File: src/pkg/isr_pkg.sv
`default_nettype none
package isr_pkg;
    localparam int ADDR_W = 8;
    localparam int DATA_W = 32;
    localparam int STRB_W = 4;
    typedef logic [ADDR_W-1:0] isr_addr_t;

    localparam isr_addr_t OFF_STATUS_BYTE   = 8'h00;
    localparam isr_addr_t OFF_STD_EVENT     = 8'h04;
    localparam isr_addr_t OFF_STD_EVENT_EN  = 8'h08;
    localparam isr_addr_t OFF_RUN_CHAN      = 8'h0C;
    localparam isr_addr_t OFF_RUN_CHAN_EN   = 8'h10;
    localparam isr_addr_t OFF_RUN_STATE     = 8'h14;
    localparam isr_addr_t OFF_RUN_STATE_EN  = 8'h18;
    localparam isr_addr_t OFF_SUSP_CHAN     = 8'h1C;
    localparam isr_addr_t OFF_SUSP_CHAN_EN  = 8'h20;
    localparam isr_addr_t OFF_SRQ_EN        = 8'h24;
    localparam isr_addr_t OFF_CONTROL       = 8'h28;

    localparam int SB_RUN   = 7;
    localparam int SB_SRQ   = 6;
    localparam int SB_STDEV = 5;
    localparam int SB_OUTQ  = 4;
    localparam int SB_SUSP  = 3;
    localparam int SB_ERRQ  = 2;

    localparam int SE_PWRUP = 7;
    localparam int SE_PARSE = 5;
    localparam int SE_EXEC  = 4;
    localparam int SE_DEV   = 3;
    localparam int SE_QMIS  = 2;
    localparam int SE_DONE  = 0;

    localparam int OS_ON   = 3;
    localparam int OS_CAL  = 2;
    localparam int OS_CUR  = 1;
    localparam int OS_VOLT = 0;

    localparam int CH_BASE = 1;
    localparam int CH_NUM  = 3;

    localparam logic [7:0]  SB_MASK   = 8'hFC;
    localparam logic [7:0]  SRE_MASK  = 8'hBC;
    localparam logic [7:0]  SE_MASK   = 8'hBD;
    localparam logic [7:0]  OCH_MASK  = 8'h0E;
    localparam logic [7:0]  OST_MASK  = 8'h0F;
    localparam logic [15:0] QCH_MASK  = 16'h000E;

    localparam int CTL_DONE  = 0;
    localparam int CTL_WAIT  = 1;
    localparam int CTL_CLEAR = 2;

    localparam logic [1:0] RESP_OKAY   = 2'h0;
    localparam logic [1:0] RESP_SLVERR = 2'h2;

    typedef enum logic [3:0] {
        SL_IDLE   = 4'h1,
        SL_WRESP  = 4'h2,
        SL_RFETCH = 4'h4,
        SL_RRESP  = 4'h8
    } isr_slv_state_t;
endpackage
`default_nettype wire

File: src/pkg/isr_reg_if.sv
`timescale 1ns/10ps
`default_nettype none
interface isr_reg_if;
    logic                        wr;
    logic                        rd;
    logic [isr_pkg::ADDR_W-1:0]  addr;
    logic [isr_pkg::DATA_W-1:0]  wdata;
    logic [isr_pkg::STRB_W-1:0]  strb;
    logic [isr_pkg::DATA_W-1:0]  rdata;
    logic                        ok;
    modport bus  (output wr, rd, addr, wdata, strb, input rdata, ok);
    modport regs (input wr, rd, addr, wdata, strb, output rdata, ok);
endinterface
`default_nettype wire

File: src/core/isr_status_top.sv
// Design decisions made here: the register offsets and the AXI4-Lite interface to the registers.
`timescale 1ns/10ps
`default_nettype none
module isr_status_top (
    input  wire logic                        aclk,
    input  wire logic                        aresetn,
    input  wire logic [isr_pkg::ADDR_W-1:0]  s_axi_awaddr,
    input  wire logic                        s_axi_awvalid,
    output logic                             s_axi_awready,
    input  wire logic [isr_pkg::DATA_W-1:0]  s_axi_wdata,
    input  wire logic [isr_pkg::STRB_W-1:0]  s_axi_wstrb,
    input  wire logic                        s_axi_wvalid,
    output logic                             s_axi_wready,
    output logic [1:0]                       s_axi_bresp,
    output logic                             s_axi_bvalid,
    input  wire logic                        s_axi_bready,
    input  wire logic [isr_pkg::ADDR_W-1:0]  s_axi_araddr,
    input  wire logic                        s_axi_arvalid,
    output logic                             s_axi_arready,
    output logic [isr_pkg::DATA_W-1:0]       s_axi_rdata,
    output logic [1:0]                       s_axi_rresp,
    output logic                             s_axi_rvalid,
    input  wire logic                        s_axi_rready,
    input  wire logic                        ops_pending,
    input  wire logic                        error_queue_nonempty,
    input  wire logic                        output_pending_flag,
    input  wire logic                        output_queue_read,
    input  wire logic                        output_data_lost,
    input  wire logic                        parse_error_event,
    input  wire logic                        execution_fault_event,
    input  wire logic                        device_fault_event,
    input  wire logic                        output_on,
    input  wire logic                        calibrating,
    input  wire logic                        current_regulating,
    input  wire logic                        voltage_regulating,
    input  wire logic                        channel_one_summary,
    input  wire logic                        channel_two_summary,
    input  wire logic                        channel_three_summary,
    input  wire logic                        channel_one_questionable_event_summary,
    input  wire logic                        channel_two_questionable_event_summary,
    input  wire logic                        channel_three_questionable_event_summary,
    output logic [7:0]                       service_status_byte,
    output logic                             service_request_flag,
    output logic                             wait_pending_command
);
    typedef struct packed {
        logic [7:0]  sb;
        logic [7:0]  sef;
        logic [7:0]  sef_en;
        logic [7:0]  och;
        logic [7:0]  och_en;
        logic [7:0]  ost;
        logic [7:0]  ost_en;
        logic [15:0] qch;
        logic [15:0] qch_en;
        logic [7:0]  sre;
        logic        power_done;
        logic        done_armed;
        logic        wait_hold;
    } isr_regs_t;

    isr_regs_t s;
    isr_regs_t next_s;

    isr_reg_if rif ();

    isr_axil_slave u_slave (
        .aclk    (aclk),
        .aresetn (aresetn),
        .awaddr  (s_axi_awaddr),
        .awvalid (s_axi_awvalid),
        .awready (s_axi_awready),
        .wdata   (s_axi_wdata),
        .wstrb   (s_axi_wstrb),
        .wvalid  (s_axi_wvalid),
        .wready  (s_axi_wready),
        .bresp   (s_axi_bresp),
        .bvalid  (s_axi_bvalid),
        .bready  (s_axi_bready),
        .araddr  (s_axi_araddr),
        .arvalid (s_axi_arvalid),
        .arready (s_axi_arready),
        .rdata   (s_axi_rdata),
        .rresp   (s_axi_rresp),
        .rvalid  (s_axi_rvalid),
        .rready  (s_axi_rready),
        .rif     (rif)
    );

    function automatic logic is_mapped(input logic [isr_pkg::ADDR_W-1:0] a);
        logic r;
        r = 1'h0;
        case (a)
            isr_pkg::OFF_STATUS_BYTE,
            isr_pkg::OFF_STD_EVENT,
            isr_pkg::OFF_STD_EVENT_EN,
            isr_pkg::OFF_RUN_CHAN,
            isr_pkg::OFF_RUN_CHAN_EN,
            isr_pkg::OFF_RUN_STATE,
            isr_pkg::OFF_RUN_STATE_EN,
            isr_pkg::OFF_SUSP_CHAN,
            isr_pkg::OFF_SUSP_CHAN_EN,
            isr_pkg::OFF_SRQ_EN,
            isr_pkg::OFF_CONTROL: r = 1'h1;
            default: r = 1'h0;
        endcase
        return r;
    endfunction

    function automatic logic any_enabled(input logic [15:0] ev, input logic [15:0] en);
        return |(ev & en);
    endfunction

    function automatic logic [15:0] merge16(
        input logic [15:0]                old,
        input logic [isr_pkg::DATA_W-1:0] wd,
        input logic [isr_pkg::STRB_W-1:0] be
    );
        logic [15:0] r;
        r = old;
        if (be[0]) begin
            r[7:0] = wd[7:0];
        end
        if (be[1]) begin
            r[15:8] = wd[15:8];
        end
        return r;
    endfunction

    localparam int CH_W = isr_pkg::CH_NUM;
    logic                          wr_hit;
    logic                          rd_hit;
    logic [7:0]                    se_set;
    logic [7:0]                    och_set;
    logic [7:0]                    ost_set;
    logic [15:0]                   qch_set;
    logic [7:0]                    sb_core;
    logic [CH_W-1:0]               operation_event_summary_chan;
    logic [CH_W-1:0]               questionable_event_summary_chan;
    logic                          clear_all;
    logic                          clr_sef;
    logic                          clr_och;
    logic                          clr_ost;
    logic                          clr_qch;

    assign service_status_byte  = s.sb;
    assign service_request_flag = s.sb[isr_pkg::SB_SRQ];
    assign wait_pending_command = s.wait_hold;

    always_comb begin
        next_s    = s;
        rif.rdata = '0;
        rif.ok    = 1'h0;
        wr_hit    = rif.wr && is_mapped(rif.addr);
        rd_hit    = rif.rd && is_mapped(rif.addr);
        operation_event_summary_chan = {channel_three_summary, channel_two_summary, channel_one_summary};
        questionable_event_summary_chan = {channel_three_questionable_event_summary, channel_two_questionable_event_summary, channel_one_questionable_event_summary};

        // unmapped offsets answer with an error, mapped ones read or write
        if (rif.rd || rif.wr) begin
            rif.ok = is_mapped(rif.addr);
        end
        case (rif.addr)
            isr_pkg::OFF_STATUS_BYTE:   rif.rdata = 32'(s.sb);
            isr_pkg::OFF_STD_EVENT:     rif.rdata = 32'(s.sef);
            isr_pkg::OFF_STD_EVENT_EN:  rif.rdata = 32'(s.sef_en);
            isr_pkg::OFF_RUN_CHAN:      rif.rdata = 32'(s.och);
            isr_pkg::OFF_RUN_CHAN_EN:   rif.rdata = 32'(s.och_en);
            isr_pkg::OFF_RUN_STATE:     rif.rdata = 32'(s.ost);
            isr_pkg::OFF_RUN_STATE_EN:  rif.rdata = 32'(s.ost_en);
            isr_pkg::OFF_SUSP_CHAN:     rif.rdata = 32'(s.qch);
            isr_pkg::OFF_SUSP_CHAN_EN:  rif.rdata = 32'(s.qch_en);
            isr_pkg::OFF_SRQ_EN:        rif.rdata = 32'(s.sre);
            isr_pkg::OFF_CONTROL: begin
                rif.rdata[isr_pkg::CTL_DONE] = s.done_armed;
                rif.rdata[isr_pkg::CTL_WAIT] = s.wait_hold;
            end
            default: rif.rdata = '0;
        endcase

        clear_all = wr_hit && (rif.addr == isr_pkg::OFF_CONTROL)
                    && rif.strb[0] && rif.wdata[isr_pkg::CTL_CLEAR];
        clr_sef = clear_all || (rd_hit && rif.addr == isr_pkg::OFF_STD_EVENT);
        clr_och = clear_all || (rd_hit && rif.addr == isr_pkg::OFF_RUN_CHAN);
        clr_ost = clear_all || (rd_hit && rif.addr == isr_pkg::OFF_RUN_STATE);
        clr_qch = clear_all || (rd_hit && rif.addr == isr_pkg::OFF_SUSP_CHAN);

        se_set = '0;
        se_set[isr_pkg::SE_PWRUP] = !s.power_done;
        se_set[isr_pkg::SE_PARSE] = parse_error_event;
        se_set[isr_pkg::SE_EXEC]  = execution_fault_event;
        se_set[isr_pkg::SE_DEV]   = device_fault_event;
        // an empty read only counts when nothing is still being produced
        se_set[isr_pkg::SE_QMIS] = (output_queue_read && !output_pending_flag
                                    && !ops_pending) || output_data_lost;
        se_set[isr_pkg::SE_DONE] = s.done_armed && !ops_pending;

        och_set = 8'(operation_event_summary_chan) << isr_pkg::CH_BASE;
        ost_set = '0;
        ost_set[isr_pkg::OS_ON]  = output_on;
        ost_set[isr_pkg::OS_CAL] = calibrating;
        ost_set[isr_pkg::OS_CUR]  = current_regulating;
        ost_set[isr_pkg::OS_VOLT] = voltage_regulating;
        qch_set = 16'(questionable_event_summary_chan) << isr_pkg::CH_BASE;

        // set wins over a clear in the same cycle
        next_s.sef = ((s.sef & {8{!clr_sef}}) | se_set) & isr_pkg::SE_MASK;
        next_s.och = ((s.och & {8{!clr_och}}) | och_set) & isr_pkg::OCH_MASK;
        next_s.ost = ((s.ost & {8{!clr_ost}}) | ost_set) & isr_pkg::OST_MASK;
        next_s.qch = ((s.qch & {16{!clr_qch}}) | qch_set) & isr_pkg::QCH_MASK;
        next_s.power_done = 1'h1;

        if (wr_hit && rif.strb[0]) begin
            case (rif.addr)
                isr_pkg::OFF_STD_EVENT_EN:
                    next_s.sef_en = rif.wdata[7:0] & isr_pkg::SE_MASK;
                isr_pkg::OFF_RUN_CHAN_EN:
                    next_s.och_en = rif.wdata[7:0] & isr_pkg::OCH_MASK;
                isr_pkg::OFF_RUN_STATE_EN:
                    next_s.ost_en = rif.wdata[7:0] & isr_pkg::OST_MASK;
                isr_pkg::OFF_SRQ_EN:
                    next_s.sre = rif.wdata[7:0] & isr_pkg::SRE_MASK;
                default: begin
                end
            endcase
        end
        if (wr_hit && rif.addr == isr_pkg::OFF_SUSP_CHAN_EN) begin
            next_s.qch_en = merge16(s.qch_en, rif.wdata, rif.strb) & isr_pkg::QCH_MASK;
        end

        // completion request waits for the pending set seen from the next edge
        if (s.done_armed && !ops_pending) begin
            next_s.done_armed = 1'h0;
        end
        if (s.wait_hold && !ops_pending) begin
            next_s.wait_hold = 1'h0;
        end
        if (wr_hit && rif.addr == isr_pkg::OFF_CONTROL && rif.strb[0]) begin
            if (rif.wdata[isr_pkg::CTL_DONE]) begin
                next_s.done_armed = 1'h1;
            end
            if (rif.wdata[isr_pkg::CTL_WAIT]) begin
                next_s.wait_hold = 1'h1;
            end
        end

        sb_core = '0;
        sb_core[isr_pkg::SB_RUN]   = any_enabled(16'(s.ost), 16'(s.ost_en))
                                   | any_enabled(16'(s.och), 16'(s.och_en));
        sb_core[isr_pkg::SB_STDEV] = any_enabled(16'(s.sef), 16'(s.sef_en));
        sb_core[isr_pkg::SB_OUTQ]  = output_pending_flag;
        sb_core[isr_pkg::SB_SUSP]  = any_enabled(s.qch, s.qch_en);
        sb_core[isr_pkg::SB_ERRQ]  = error_queue_nonempty;
        sb_core[isr_pkg::SB_SRQ]   = any_enabled(16'(sb_core), 16'(s.sre));
        next_s.sb = sb_core & isr_pkg::SB_MASK;
    end

    always_ff @(posedge aclk) begin
        if (!aresetn) begin
            s <= '0;
        end else begin
            s <= next_s;
        end
    end
endmodule
`default_nettype wire

File: src/core/isr_axil_slave.sv
`timescale 1ns/10ps
`default_nettype none
module isr_axil_slave (
    input  wire logic                        aclk,
    input  wire logic                        aresetn,
    input  wire logic [isr_pkg::ADDR_W-1:0]  awaddr,
    input  wire logic                        awvalid,
    output logic                             awready,
    input  wire logic [isr_pkg::DATA_W-1:0]  wdata,
    input  wire logic [isr_pkg::STRB_W-1:0]  wstrb,
    input  wire logic                        wvalid,
    output logic                             wready,
    output logic [1:0]                       bresp,
    output logic                             bvalid,
    input  wire logic                        bready,
    input  wire logic [isr_pkg::ADDR_W-1:0]  araddr,
    input  wire logic                        arvalid,
    output logic                             arready,
    output logic [isr_pkg::DATA_W-1:0]       rdata,
    output logic [1:0]                       rresp,
    output logic                             rvalid,
    input  wire logic                        rready,
    isr_reg_if.bus                           rif
);
    typedef struct packed {
        isr_pkg::isr_slv_state_t     state;
        logic                        aw_got;
        logic                        w_got;
        logic [isr_pkg::ADDR_W-1:0]  addr_w;
        logic [isr_pkg::ADDR_W-1:0]  addr_r;
        logic [isr_pkg::DATA_W-1:0]  wdata;
        logic [isr_pkg::STRB_W-1:0]  strb;
        logic [1:0]                  resp;
        logic [isr_pkg::DATA_W-1:0]  rdata;
    } isr_slv_t;

    isr_slv_t s;
    isr_slv_t next_s;

    // reads wait for a write half-taken on an earlier edge; a write whose AW or W is taken on the same edge as the read runs after it
    assign awready = (s.state == isr_pkg::SL_IDLE) && !s.aw_got;
    assign wready  = (s.state == isr_pkg::SL_IDLE) && !s.w_got;
    assign arready = (s.state == isr_pkg::SL_IDLE) && !s.aw_got && !s.w_got;
    assign bvalid  = (s.state == isr_pkg::SL_WRESP);
    assign rvalid  = (s.state == isr_pkg::SL_RRESP);
    assign bresp   = s.resp;
    assign rresp   = s.resp;
    assign rdata   = s.rdata;

    always_comb begin
        next_s    = s;
        rif.wr    = 1'h0;
        rif.rd    = 1'h0;
        rif.addr  = (s.state == isr_pkg::SL_RFETCH) ? s.addr_r : s.addr_w;
        rif.wdata = s.wdata;
        rif.strb  = s.strb;
        case (s.state)
            isr_pkg::SL_IDLE: begin
                if (awvalid && awready) begin
                    next_s.aw_got = 1'h1;
                    next_s.addr_w = awaddr;
                end
                if (wvalid && wready) begin
                    next_s.w_got = 1'h1;
                    next_s.wdata = wdata;
                    next_s.strb  = wstrb;
                end
                if (s.aw_got && s.w_got) begin
                    rif.wr        = 1'h1;
                    next_s.resp   = rif.ok ? isr_pkg::RESP_OKAY : isr_pkg::RESP_SLVERR;
                    next_s.aw_got = 1'h0;
                    next_s.w_got  = 1'h0;
                    next_s.state  = isr_pkg::SL_WRESP;
                end else if (arvalid && arready) begin
                    next_s.addr_r = araddr;
                    next_s.state  = isr_pkg::SL_RFETCH;
                end
            end
            isr_pkg::SL_RFETCH: begin
                rif.rd       = 1'h1;
                next_s.rdata = rif.rdata;
                next_s.resp  = rif.ok ? isr_pkg::RESP_OKAY : isr_pkg::RESP_SLVERR;
                next_s.state = isr_pkg::SL_RRESP;
            end
            isr_pkg::SL_WRESP: begin
                if (bready) begin
                    next_s.state = isr_pkg::SL_IDLE;
                end
            end
            isr_pkg::SL_RRESP: begin
                if (rready) begin
                    next_s.state = isr_pkg::SL_IDLE;
                end
            end
            default: begin
                next_s.state = isr_pkg::SL_IDLE;
            end
        endcase
    end

    always_ff @(posedge aclk) begin
        if (!aresetn) begin
            s       <= '0;
            s.state <= isr_pkg::SL_IDLE;
        end else begin
            s <= next_s;
        end
    end
endmodule
`default_nettype wire

File: config.mk
export PLATFORM = sky130hd
export DESIGN_NAME = isr_status_top
export DESIGN_NICKNAME = d
export VERILOG_FILES = /design/src/pkg/isr_pkg.sv /design/src/pkg/isr_reg_if.sv /design/src/core/isr_status_top.sv /design/src/core/isr_axil_slave.sv
export SDC_FILE = /design/constraint.sdc
export NUM_CORES = 1
export LEC_CHECK = 0
export ABC_AREA = 1
export BUFFER_PORTS_ARGS = -buffer_cell sky130_fd_sc_hd__buf_2
export CAP_MARGIN = 25
export CORE_ASPECT_RATIO = 1.75
export CORE_MARGIN = 2
export CORE_UTILIZATION = 54
export DETAILED_ROUTE_END_ITERATION = 8
export GPL_TIMING_DRIVEN = 0
export PLACE_DENSITY_LB_ADDON = 0.05
export SETUP_SLACK_MARGIN = 0.15
export SLEW_MARGIN = 40
export SYNTH_ARGS = -nofsm -noshare
export SYNTH_HDL_FRONTEND = slang
export SYNTH_SLANG_ARGS = --single-unit
File: constraint.sdc
create_clock -name aclk -period 3.8 [get_ports aclk]
set_input_delay 0.19 -clock aclk [delete_from_list [all_inputs] [get_ports aclk]]
set_output_delay 0.19 -clock aclk [all_outputs]
set_load 0.02 [all_outputs]
==> results of run 1 <==
-- power breakdown --
group | switching, mW | internal, mW | leakage (nW)
registers | 0.0667 | 0.978 | 0.696
logic | 0.506 | 0.232 | 1.78
clock network | 0.340 | 0.525 | 0.139
total | 0.913 | 1.73 | 2.62
-- final timing paths --
check	slack, ps	end	from	depth (start not counted)
worst min register to register	420	s[90]	s[2]	1
worst max-delay path	1170	s[85]	u_slave.s[90]	15
worst max register to register	1170	s[85]	u_slave.s[90]	15
worst min-delay path	20	s[2]	aresetn	1
-- routing by layer --
metal	vias up	wire length, um
met5	-	0
met4	0	342
met3	24	541
met2	123	6070
met1	1821	4400
li1	2085	-
-- registers in the layout (all words and copies together) (netlist names) --
register              count
wait_pending_command      1
s                        39
u_slave.rif.wdata         7
u_slave.s                22
service_status_byte       6
u_slave.bresp             1
u_slave.rdata             8
u_slave.rif.strb          1
-- layout make-up --
type | instances | share of cell area (%)
Clock buffer | 12 | 4.83
Tap cell | 88 | 2.16
Timing Repair Buffer | 70 | 6.86
Inverter | 84 | 6.18
Clock inverter | 3 | 0.907
Sequential cell | 85 | 33.3
Buffer | 59 | 7.94
Multi-Input combinational cell | 409 | 37.8
-- critical path, cell delays in order (launching register included) --
cell     delay [ps]
dfxtp_1         380
inv_2            60
nor2_4          200
nand2_4         100
buf_6           150
nand2_1          70
nand2_2          80
nor2_2          220
nand2_2         170
inv_2           140
nor2_2           60
nand3_4         140
nand4_2         260
buf_4           290
nand3_1          80
a21oi_1          70
-- metrics by stage --
| step | hold WS, ps | worst slack [ps] | std cells | area, um2 |
|---|---|---|---|---|
| after floorplan | 218 | 1780 | 637 | 4350 |
| after CTS | 8.60 | 1190 | 810 | 5100 |
| after global routing | 19.2 | 1020 | 810 | 5100 |
| final | 15.5 | 1170 | 810 | 5100 |
| after detailed placement | 361 | 1220 | 795 | 4810 |
| after global placement | 356 | 1210 | 795 | 4810 |
-- cells by family (layout without fill, tap and decap cells) --
kind of cell,Yosys count,after routing
other,1,28
AND/OR/NAND/NOR,273,273
buffers and inverters,143,228
AO/OA/AOI/OAI,108,108
flip-flops,85,85
-- layout by cell type (no fill, tap or decap), types with 9 or more instances in the layout --
master     count
a21oi_1       48
buf_2         70
buf_4         45
clkbuf_1      14
clkbuf_16      9
conb_1        28
dfxtp_1       85
inv_1         76
nand2_1      128
nand2_2        9
nand3_1       38
nor2_1        67
o21ai_0       33
o22ai_1       10
==> results by group, run 1 <==
Finish
  – Area Growth Syn to Fin: 20.1%
  – Nets: 795
  – Register area: 1700 um2
  – Layout fillers: 692
  – N_diodes: 0
  – Final core utilization: 67.0%
  – Multi-input logic area: 1930 um2
  – Layout cell share with drive strength beyond 1: 22.7%

GRT
  – GR Layer Usage met3: 4.49%
  – First-pass GRT wire length: 18400 um
  – Initial antenna violation count: 0
  – Met2 Usage GRT: 51.5%
  – Largest net degree at the start of global routing: 14
  – Busiest metal layer after global routing: met2
  – Number of global-route vias before repair: 3952
  – M1 GR Usage: 30.3%
  – Total track usage: 27.9%
  – GRT Residual Overflow: 0

Pwr
  – Power, Total: 2.65 mW
  – Worst vdd ir: 305 uV
  – Cell Pwr Density: 519 nW/um2
  – Leak: 2.62 nW

STA
  – Final hold viol count: 0
  – Max Clk Rate: 380 MHz
  – Tcrit/Tclk final: 69.2%
  – Final setup violation count: 0
  – Post-route setup TNS: 0 ps
  – Clk_skew: 8.47 ps
  – Max Slew Vio Count: 0
  – Post-route minimum period: 2630 ps
  – Max-slew headroom: 47.2%
  – Unrepaired setup endpoints after global routing: false
  – Worst-Margin Slew: 790 ps

Placed design
  – GPL Wtd Cong: 1.03
  – PortBufs: 70
  – Detail Placement HPWL: 8970 um

Critical path
  – Critical path arrival: 2820 ps
  – Worst setup path class: flop to flop
  – Startpoint types: flop
  – Critical Path Sink Type: flop
  – Worst-path fanout max: 10
  – Required time worst endpoint: 3990 ps

Clock tree
  – Num Clock Sinks: 85
  – Clock Path Buffers: 2
  – CTS Root Cell: clkbuf_16
  – Clock-pin slew on the worst setup and hold paths: 60 ps
  – CTS hold repair buffers: 0
  – PostCTS Resize Cnt: 0
  – Clock network latency to the later pin of the worst-skew pair: 340 ps
  – H-tree depth: 3
  – CTS tree: yes
  – Setup Fix Bufs, Post-CTS: 0
  – CTS Buf Count: 9

Synthesis
  – Synth Area in Adders: 0%
  – Most frequent cells after synthesis: 128 x nand2_1, 85 x dfxtp_1, 76 x inv_1
  – Distinct cells, synth: 39
  – Syn Area/Cell: 6.97 um2
  – Synth area leader: dfxtp_1
  – Post-Syn Area: 4250 um2
  – Synth area leaders: dfxtp_1 40%, nand2_1 11%, buf_4 8.0%, inv_1 6.7%, nor2_1 5.9%
  – Ys async rst share: 0%
  – XOR/XNOR share of the synthesized area: 0%
  – Post-synthesis simple-gate area fraction: 28.9%
  – Sequential area share after synthesis: 40.0%
  – Synth Area in Compound Gates: 14.0%
  – Mux contribution to synthesized area: 0%
  – Yosys reg bits: 85
  – Mapped Cells: 610
  – Synth Warn #: 0
  – Largest family of logic cells by synthesized area: simple AND/OR/NAND/NOR gates
  – Synth Flop Type: dfxtp_1
  – Most frequent cell after synthesis: nand2_1
  – Share of the synthesized area in the top cell type: 40.0%
  – EDFF count, synth: 0

Drt
  – Final ANT Viol Nets: 0
  – Drt drc: 0
  – Vias per cell: 5.00
  – Vias: 4053
  – Drt wl/cell: 14.0 um
  – DR iter-0 viols: 248
  – First-pass DRT Iterations: 6
  – Final WL: 11400 um

Floorplanning
  – Height of the die: 121 um
  – Row Count: 42
  – Core Area: 7620 um2
  – Initial Util: 55.8%
  – Die width: 71.1 um
  – I/O pin total: 128
  – Die area: 8620 um2

Job
  – Max-cap violations: 0

Run status
  – Status: completed

Worst hold path
  – HP Class: input pin to flop
Note: power is estimated with default switching activity, not from simulation.
==> run 2, diff against run 1 <==
Settings changed: ABC_AREA 1 to 0, CORE_UTILIZATION 54 to 47.
Clock period 3.8 ns to 2.1 ns, I/O delays scaled along.
==> results by group, run 2 <==
Run status
  – Status: finished, violations left
  – Failing checks: negative hold slack, negative setup slack

Placed design
  – Post-Place Worst Slack: -655 ps
  – PortBufs: 69
  – GPL Wtd Cong: 0.921
  – Placed Area: 4870 um2
  – Detail Placement HPWL: 10000 um

GRT
  – Initial antenna violation count: 0
  – First-pass GRT wire length: 20600 um
  – Total track usage: 28.8%
  – GRT Residual Overflow: 0
  – Largest net degree at the start of global routing: 14
  – Number of global-route vias before repair: 4012

Synthesis
  – Distinct cells, synth: 59
  – Yosys reg bits: 85
  – Synth area leader: dfxtp_1
  – EDFF count, synth: 0
  – Synth Flop Type: dfxtp_1
  – Mapped Cells: 479
  – Synth Warn #: 0
  – Sequential area share after synthesis: 40.4%
  – Share of the synthesized area in the top cell type: 40.4%
  – Syn Area/Cell: 8.80 um2
  – Ys async rst share: 0%
  – Synth area leaders: dfxtp_1 40%, buf_4 7.8%, mux2i_1 7.4%, nand2_1 4.4%, nor2_1 4.2%
  – Most frequent cells after synthesis: 85 x dfxtp_1, 49 x nand2_1, 47 x nor2_1
  – Most frequent cell after synthesis: dfxtp_1
  – Post-Syn Area: 4210 um2

Drt
  – First-pass DRT Iterations: 5
  – Vias per cell: 5.52
  – Drt wl/cell: 18.2 um
  – Final ANT Viol Nets: 0
  – Vias: 4132
  – Final WL: 13600 um
  – DR iter-0 viols: 240
  – Drt drc: 0

STA
  – Max Clk Rate: 451 MHz
  – Final setup violation count: 17
  – Final hold viol count: 1
  – Unrepaired setup endpoints after global routing: true
  – Tcrit/Tclk final: 105%
  – Post-route setup slack: -115 ps
  – Post-route minimum period: 2210 ps
  – Max-slew headroom: 52.7%
  – Clk_skew: 9.04 ps
  – Worst-Margin Slew: 709 ps
  – Hold WS: -0.850 ps
  – Max Slew Vio Count: 0

Critical path
  – Flop2flop setup slack: -110 ps
  – Worst setup path class: flop to flop
  – Startpoint types: flop
  – Worst reg2reg path endpoint: u_slave.rdata[3]
  – Worst r2r path cells: 8
  – Worst-path fanout max: 6
  – Required time worst endpoint: 2360 ps
  – Critical path arrival: 2480 ps
  – Origin of the critical flop-to-flop path: u_slave.s[70]
  – Critical Path Sink Type: flop

Pwr
  – Cell Pwr Density: 1080 nW/um2
  – Combinational group share of total power: 41.7%
  – Leak: 2.61 nW
  – Seq pwr share: 31.4%
  – Internal power: 4.08 mW
  – Clock share of power: 26.9%
  – Sw Ratio: 36.0%
  – Worst vdd ir: 738 uV
  – P_sw: 2.30 mW

Finish
  – Area Growth Syn to Fin: 40.8%
  – Reg with most FFs: s
  – Final instance area: 5930 um2
  – Final core utilization: 68.4%
  – Layout cell share with drive strength beyond 1: 36.7%
  – Most frequent cells in the layout: 78 x dfxtp_1, 69 x buf_4, 67 x buf_2
  – Nets: 705
  – Most common cell after layout, fill and taps aside: dfxtp_1
  – Max reg flops: 39
  – N_diodes: 0

Clock tree
  – Num Clock Sinks: 85
  – Clock-pin slew on the worst setup and hold paths: 60 ps
  – CTS tree: yes
  – H-tree depth: 3
  – Clock network latency to the later pin of the worst-skew pair: 340 ps
  – CTS Root Cell: clkbuf_16
  – CTS Buf Count: 9
  – Clock Path Buffers: 2

Floorplanning
  – Core Area: 8670 um2
  – Row Count: 45
  – Die width: 75.6 um
  – Die area: 9770 um2
  – Initial Util: 48.6%
  – I/O pin total: 128
  – Height of the die: 129 um

Worst hold path
  – HP Class: input pin to flop
  – Hold Path Depth: 2
  – Hold endpoint: service_status_byte[2]
  – Hold Crit Start: error_queue_nonempty

Job
  – Max-cap violations: 0
==> run 2: cell type report <==
type                    count  area (um2)
repair buffers            111         747
multi-input cells         349        2480
fillers                   767        2740
flip-flops and latches     85        1720
clock inverters             3        68.8
plain buffers              67         503
well taps                 117         146
inverters                   5        18.8
clock buffers              12         256
==> run 2: timing repair <==
| action | 4_1_cts | 5_1_grt |
|---|---|---|
| hold buffers | 16 | 0 |
| setup endpoints to repair | 65 | 71 |
| pin swaps | 16 | 11 |
| setup buffers | 16 | 10 |
| hold endpoints to repair | 16 | 0 |
| resized for setup | 65 | 23 |
==> run 2: worst max path at each step <==
stage                                  end           from
after CTS                 u_slave.rdata[3]  u_slave.s[89]
after floorplan           u_slave.rdata[3]  u_slave.s[89]
final                     u_slave.rdata[3]  u_slave.s[70]
after global placement    u_slave.rdata[2]  u_slave.s[90]
after global routing                  s[7]  u_slave.s[80]
after detailed placement  u_slave.rdata[2]  u_slave.s[90]
==> run 2: cell families (layout without fill, tap and decap cells) <==
| group | after synthesis | after routing | synth area share (%) |
|---|---|---|---|
| AO/OA/AOI/OAI | 101 | 101 | 17.3 |
| other | 1 | 28 | 0.0890 |
| flip-flops | 85 | 85 | 40.4 |
| multiplexers | 34 | 34 | 8.17 |
| AND/OR/NAND/NOR | 186 | 186 | 23.4 |
| buffers and inverters | 72 | 198 | 10.7 |
==> run 2: through the flow <==
stage	setup TNS, ps	power [mW]	std cells
finish	-821	6.38	749
global route	-2650	6.69	749
CTS	-806	6.03	739
detailed placement	-11440	3.82	692
global placement	-11250	3.80	692
floorplan	-203	3.31	506
==> run 2: metal layers <==
layer,routed length (um),vias up,share of wire [%],global-route usage [%]
met3,593,43,4.3,5.44
met4,865,0,6.3,18.4
met1,4960,1963,36,31.2
met5,0,-,0,0
li1,-,1973,-,-
met2,7220,153,53,49.4
==> run 2: power by group through the flow <==
stage                     clock network [mW]  registers (mW)  logic, mW
after detailed placement                   0            2.02       1.80
after CTS                               1.74            2.00       2.30
after global routing                    1.82            2.03       2.84
after floorplan                            0            1.96       1.36
after global placement                     0            2.02       1.78
final                                   1.72            2.00       2.66
==> run 2: critical path: stages (launching register included) <==
cell and delay [ps]:
dfxtp_4 350, or4_4 530, clkbuf_16 180, buf_4 140
nor4_2 390, nand2_1 100, o2111ai_1 200, nor4b_4 90
nor3_1 140
==> run 3, diff against run 2 <==
Settings changed: PLACE_DENSITY set to 0.77, PLACE_DENSITY_LB_ADDON 0.05 to not set.
==> results by group, run 3 (synthesis gave the netlist of run 2 again) <==
Critical path
  – Startpoint types: flop
  – Slowest-stage cell, CP: or4b_4
  – Worst reg2reg path endpoint: s[88]
  – Required time worst endpoint: 2340 ps
  – Critical path arrival: 2420 ps
  – Critical Path Max Stage Delay: 580 ps
  – Crit path cell chain: or4b_4 > buf_12 > nor4_4 > o211ai_1 > and3_1 > clkbuf_8 > a22o_1
  – Origin of the critical flop-to-flop path: u_slave.s[91]
  – Cell family with most CP delay: simple AND/OR/NAND/NOR gates
  – WP depth: 7
  – Worst r2r path cells: 7
  – Worst setup path class: flop to flop
  – Flop2flop setup slack: -80 ps
  – Worst-path fanout max: 10
  – Critical Path Sink Type: flop
  – Buf/Inv on CP: 2

Drt
  – Drt drc: 0
  – Vias per cell: 5.70
  – Vias: 4334
  – Final ANT Viol Nets: 0
  – Final WL: 13900 um
  – Drt wl/cell: 18.2 um
  – DR iter-0 viols: 343
  – First-pass DRT Iterations: 5

Worst hold path
  – Hold endpoint: u_slave.rif.wdata[3]
  – Hold Path Depth: 3
  – HP Class: input pin to flop
  – Hold Crit Start: s_axi_wdata[3]

Floorplanning
  – Row Count: 45
  – Die area: 9770 um2
  – Height of the die: 129 um
  – Core Area: 8670 um2
  – Die width: 75.6 um
  – Initial Util: 48.6%
  – I/O pin total: 128

STA
  – Final hold viol count: 0
  – Tcrit/Tclk final: 104%
  – Final setup violation count: 27
  – Max-slew headroom: 52.8%
  – Post-route minimum period: 2180 ps
  – Clk_skew: 7.15 ps
  – Unrepaired setup endpoints after global routing: true
  – Max Clk Rate: 458 MHz
  – Worst-Margin Slew: 708 ps
  – Max Slew Vio Count: 0
  – Post-route setup slack: -82.7 ps
  – Hold WS: 4.57 ps

Run status
  – Status: finished, violations left
  – Failing checks: negative setup slack

Finish
  – Most frequent cells in the layout: 77 x dfxtp_1, 72 x buf_4, 67 x buf_2
  – Final core utilization: 69.7%
  – Layout cell share with drive strength beyond 1: 38.4%
  – N_diodes: 0
  – Finished Layout Cells: 761
  – Reg with most FFs: s
  – Area Growth Syn to Fin: 43.4%
  – Most common cell after layout, fill and taps aside: dfxtp_1
  – Layout fillers: 683
  – Nets: 717
  – Max reg flops: 39
  – Final instance area: 6040 um2

Clock tree
  – CTS Buf Count: 9
  – H-tree depth: 3
  – Clock Path Buffers: 2
  – CTS Root Cell: clkbuf_16
  – Num Clock Sinks: 85
  – Clock-pin slew on the worst setup and hold paths: 60 ps
  – Clock network latency to the later pin of the worst-skew pair: 350 ps
  – CTS tree: yes

Pwr
  – Leak: 2.64 nW
  – Power, Total: 6.19 mW
  – Worst vdd ir: 1130 uV
  – Cell Pwr Density: 1020 nW/um2

GRT
  – First-pass GRT wire length: 20200 um
  – Initial antenna violation count: 0
  – Largest net degree at the start of global routing: 15
  – Total track usage: 28.1%
  – Number of global-route vias before repair: 4092
  – GRT Residual Overflow: 0

Placed design
  – GPL Wtd Cong: 0.944
  – Placed Cells: 692
  – PortBufs: 69
  – Placed Area: 4870 um2
  – Detail Placement HPWL: 9600 um

Job
  – Max-cap violations: 0
## run 3: how the worst max path moves through the flow
stage	startpoint	to	slack, ps
floorplan	u_slave.s[89]	u_slave.rdata[3]	-110
global placement	u_slave.s[90]	u_slave.rdata[3]	-440
detailed placement	u_slave.s[90]	u_slave.rdata[3]	-430
CTS	u_slave.s[91]	s[54]	-90
global route	u_slave.s[91]	s[8]	-160
finish	u_slave.s[91]	s[88]	-80
## run 3: layer usage
layer | vias up | GRT usage [%] | share of wire [%]
met2 | 221 | 48.4 | 53
met3 | 57 | 5.37 | 6.2
met4 | 0 | 18.8 | 6.5
li1 | 2004 | - | -
met1 | 2052 | 29.9 | 35
met5 | - | 0 | 0
## run 3: area by class of cell
cell class	count	area [um2]	share of cell area, %
inverter	5	18.8	0.311
clock buffer	10	229	3.79
clock inverter	5	61.3	1.01
tap	117	146	2.42
buffer	67	495	8.20
timing repair buffer	123	841	13.9
sequential	85	1720	28.4
multi-input combinational	349	2530	41.9
## run 3: metrics by stage
step                setup slack (ps)  setup TNS (ps)
finish                         -82.7           -1090
global route                    -163           -2900
CTS                            -85.3           -1000
detailed placement              -432           -7520
global placement                -442           -6440
floorplan                       -111            -203
## run 3: worst register-to-register path, cell delays in order, from the launching register on
cell	delay (ps)
dfxtp_4	360
or4b_4	580
buf_12	170
nor4_4	260
o211ai_1	130
and3_1	230
clkbuf_8	160
a22o_1	180
## run 3: power by group
part           switching, mW  internal (mW)  leakage, nW
Clock                  0.639          0.918        0.131
Sequential             0.212           1.80        0.698
Combinational           1.49           1.12         1.81
## run 3: what timing repair did
| action | 4_1_cts | 5_1_grt |
|---|---|---|
| pin swaps | 12 | 20 |
| resized for setup | 54 | 58 |
| endpoints found under the hold margin | 18 | 1 |
| buffers inserted | 19 | 16 |
| hold buffers | 18 | 1 |
| endpoints found under the setup margin | 65 | 62 |
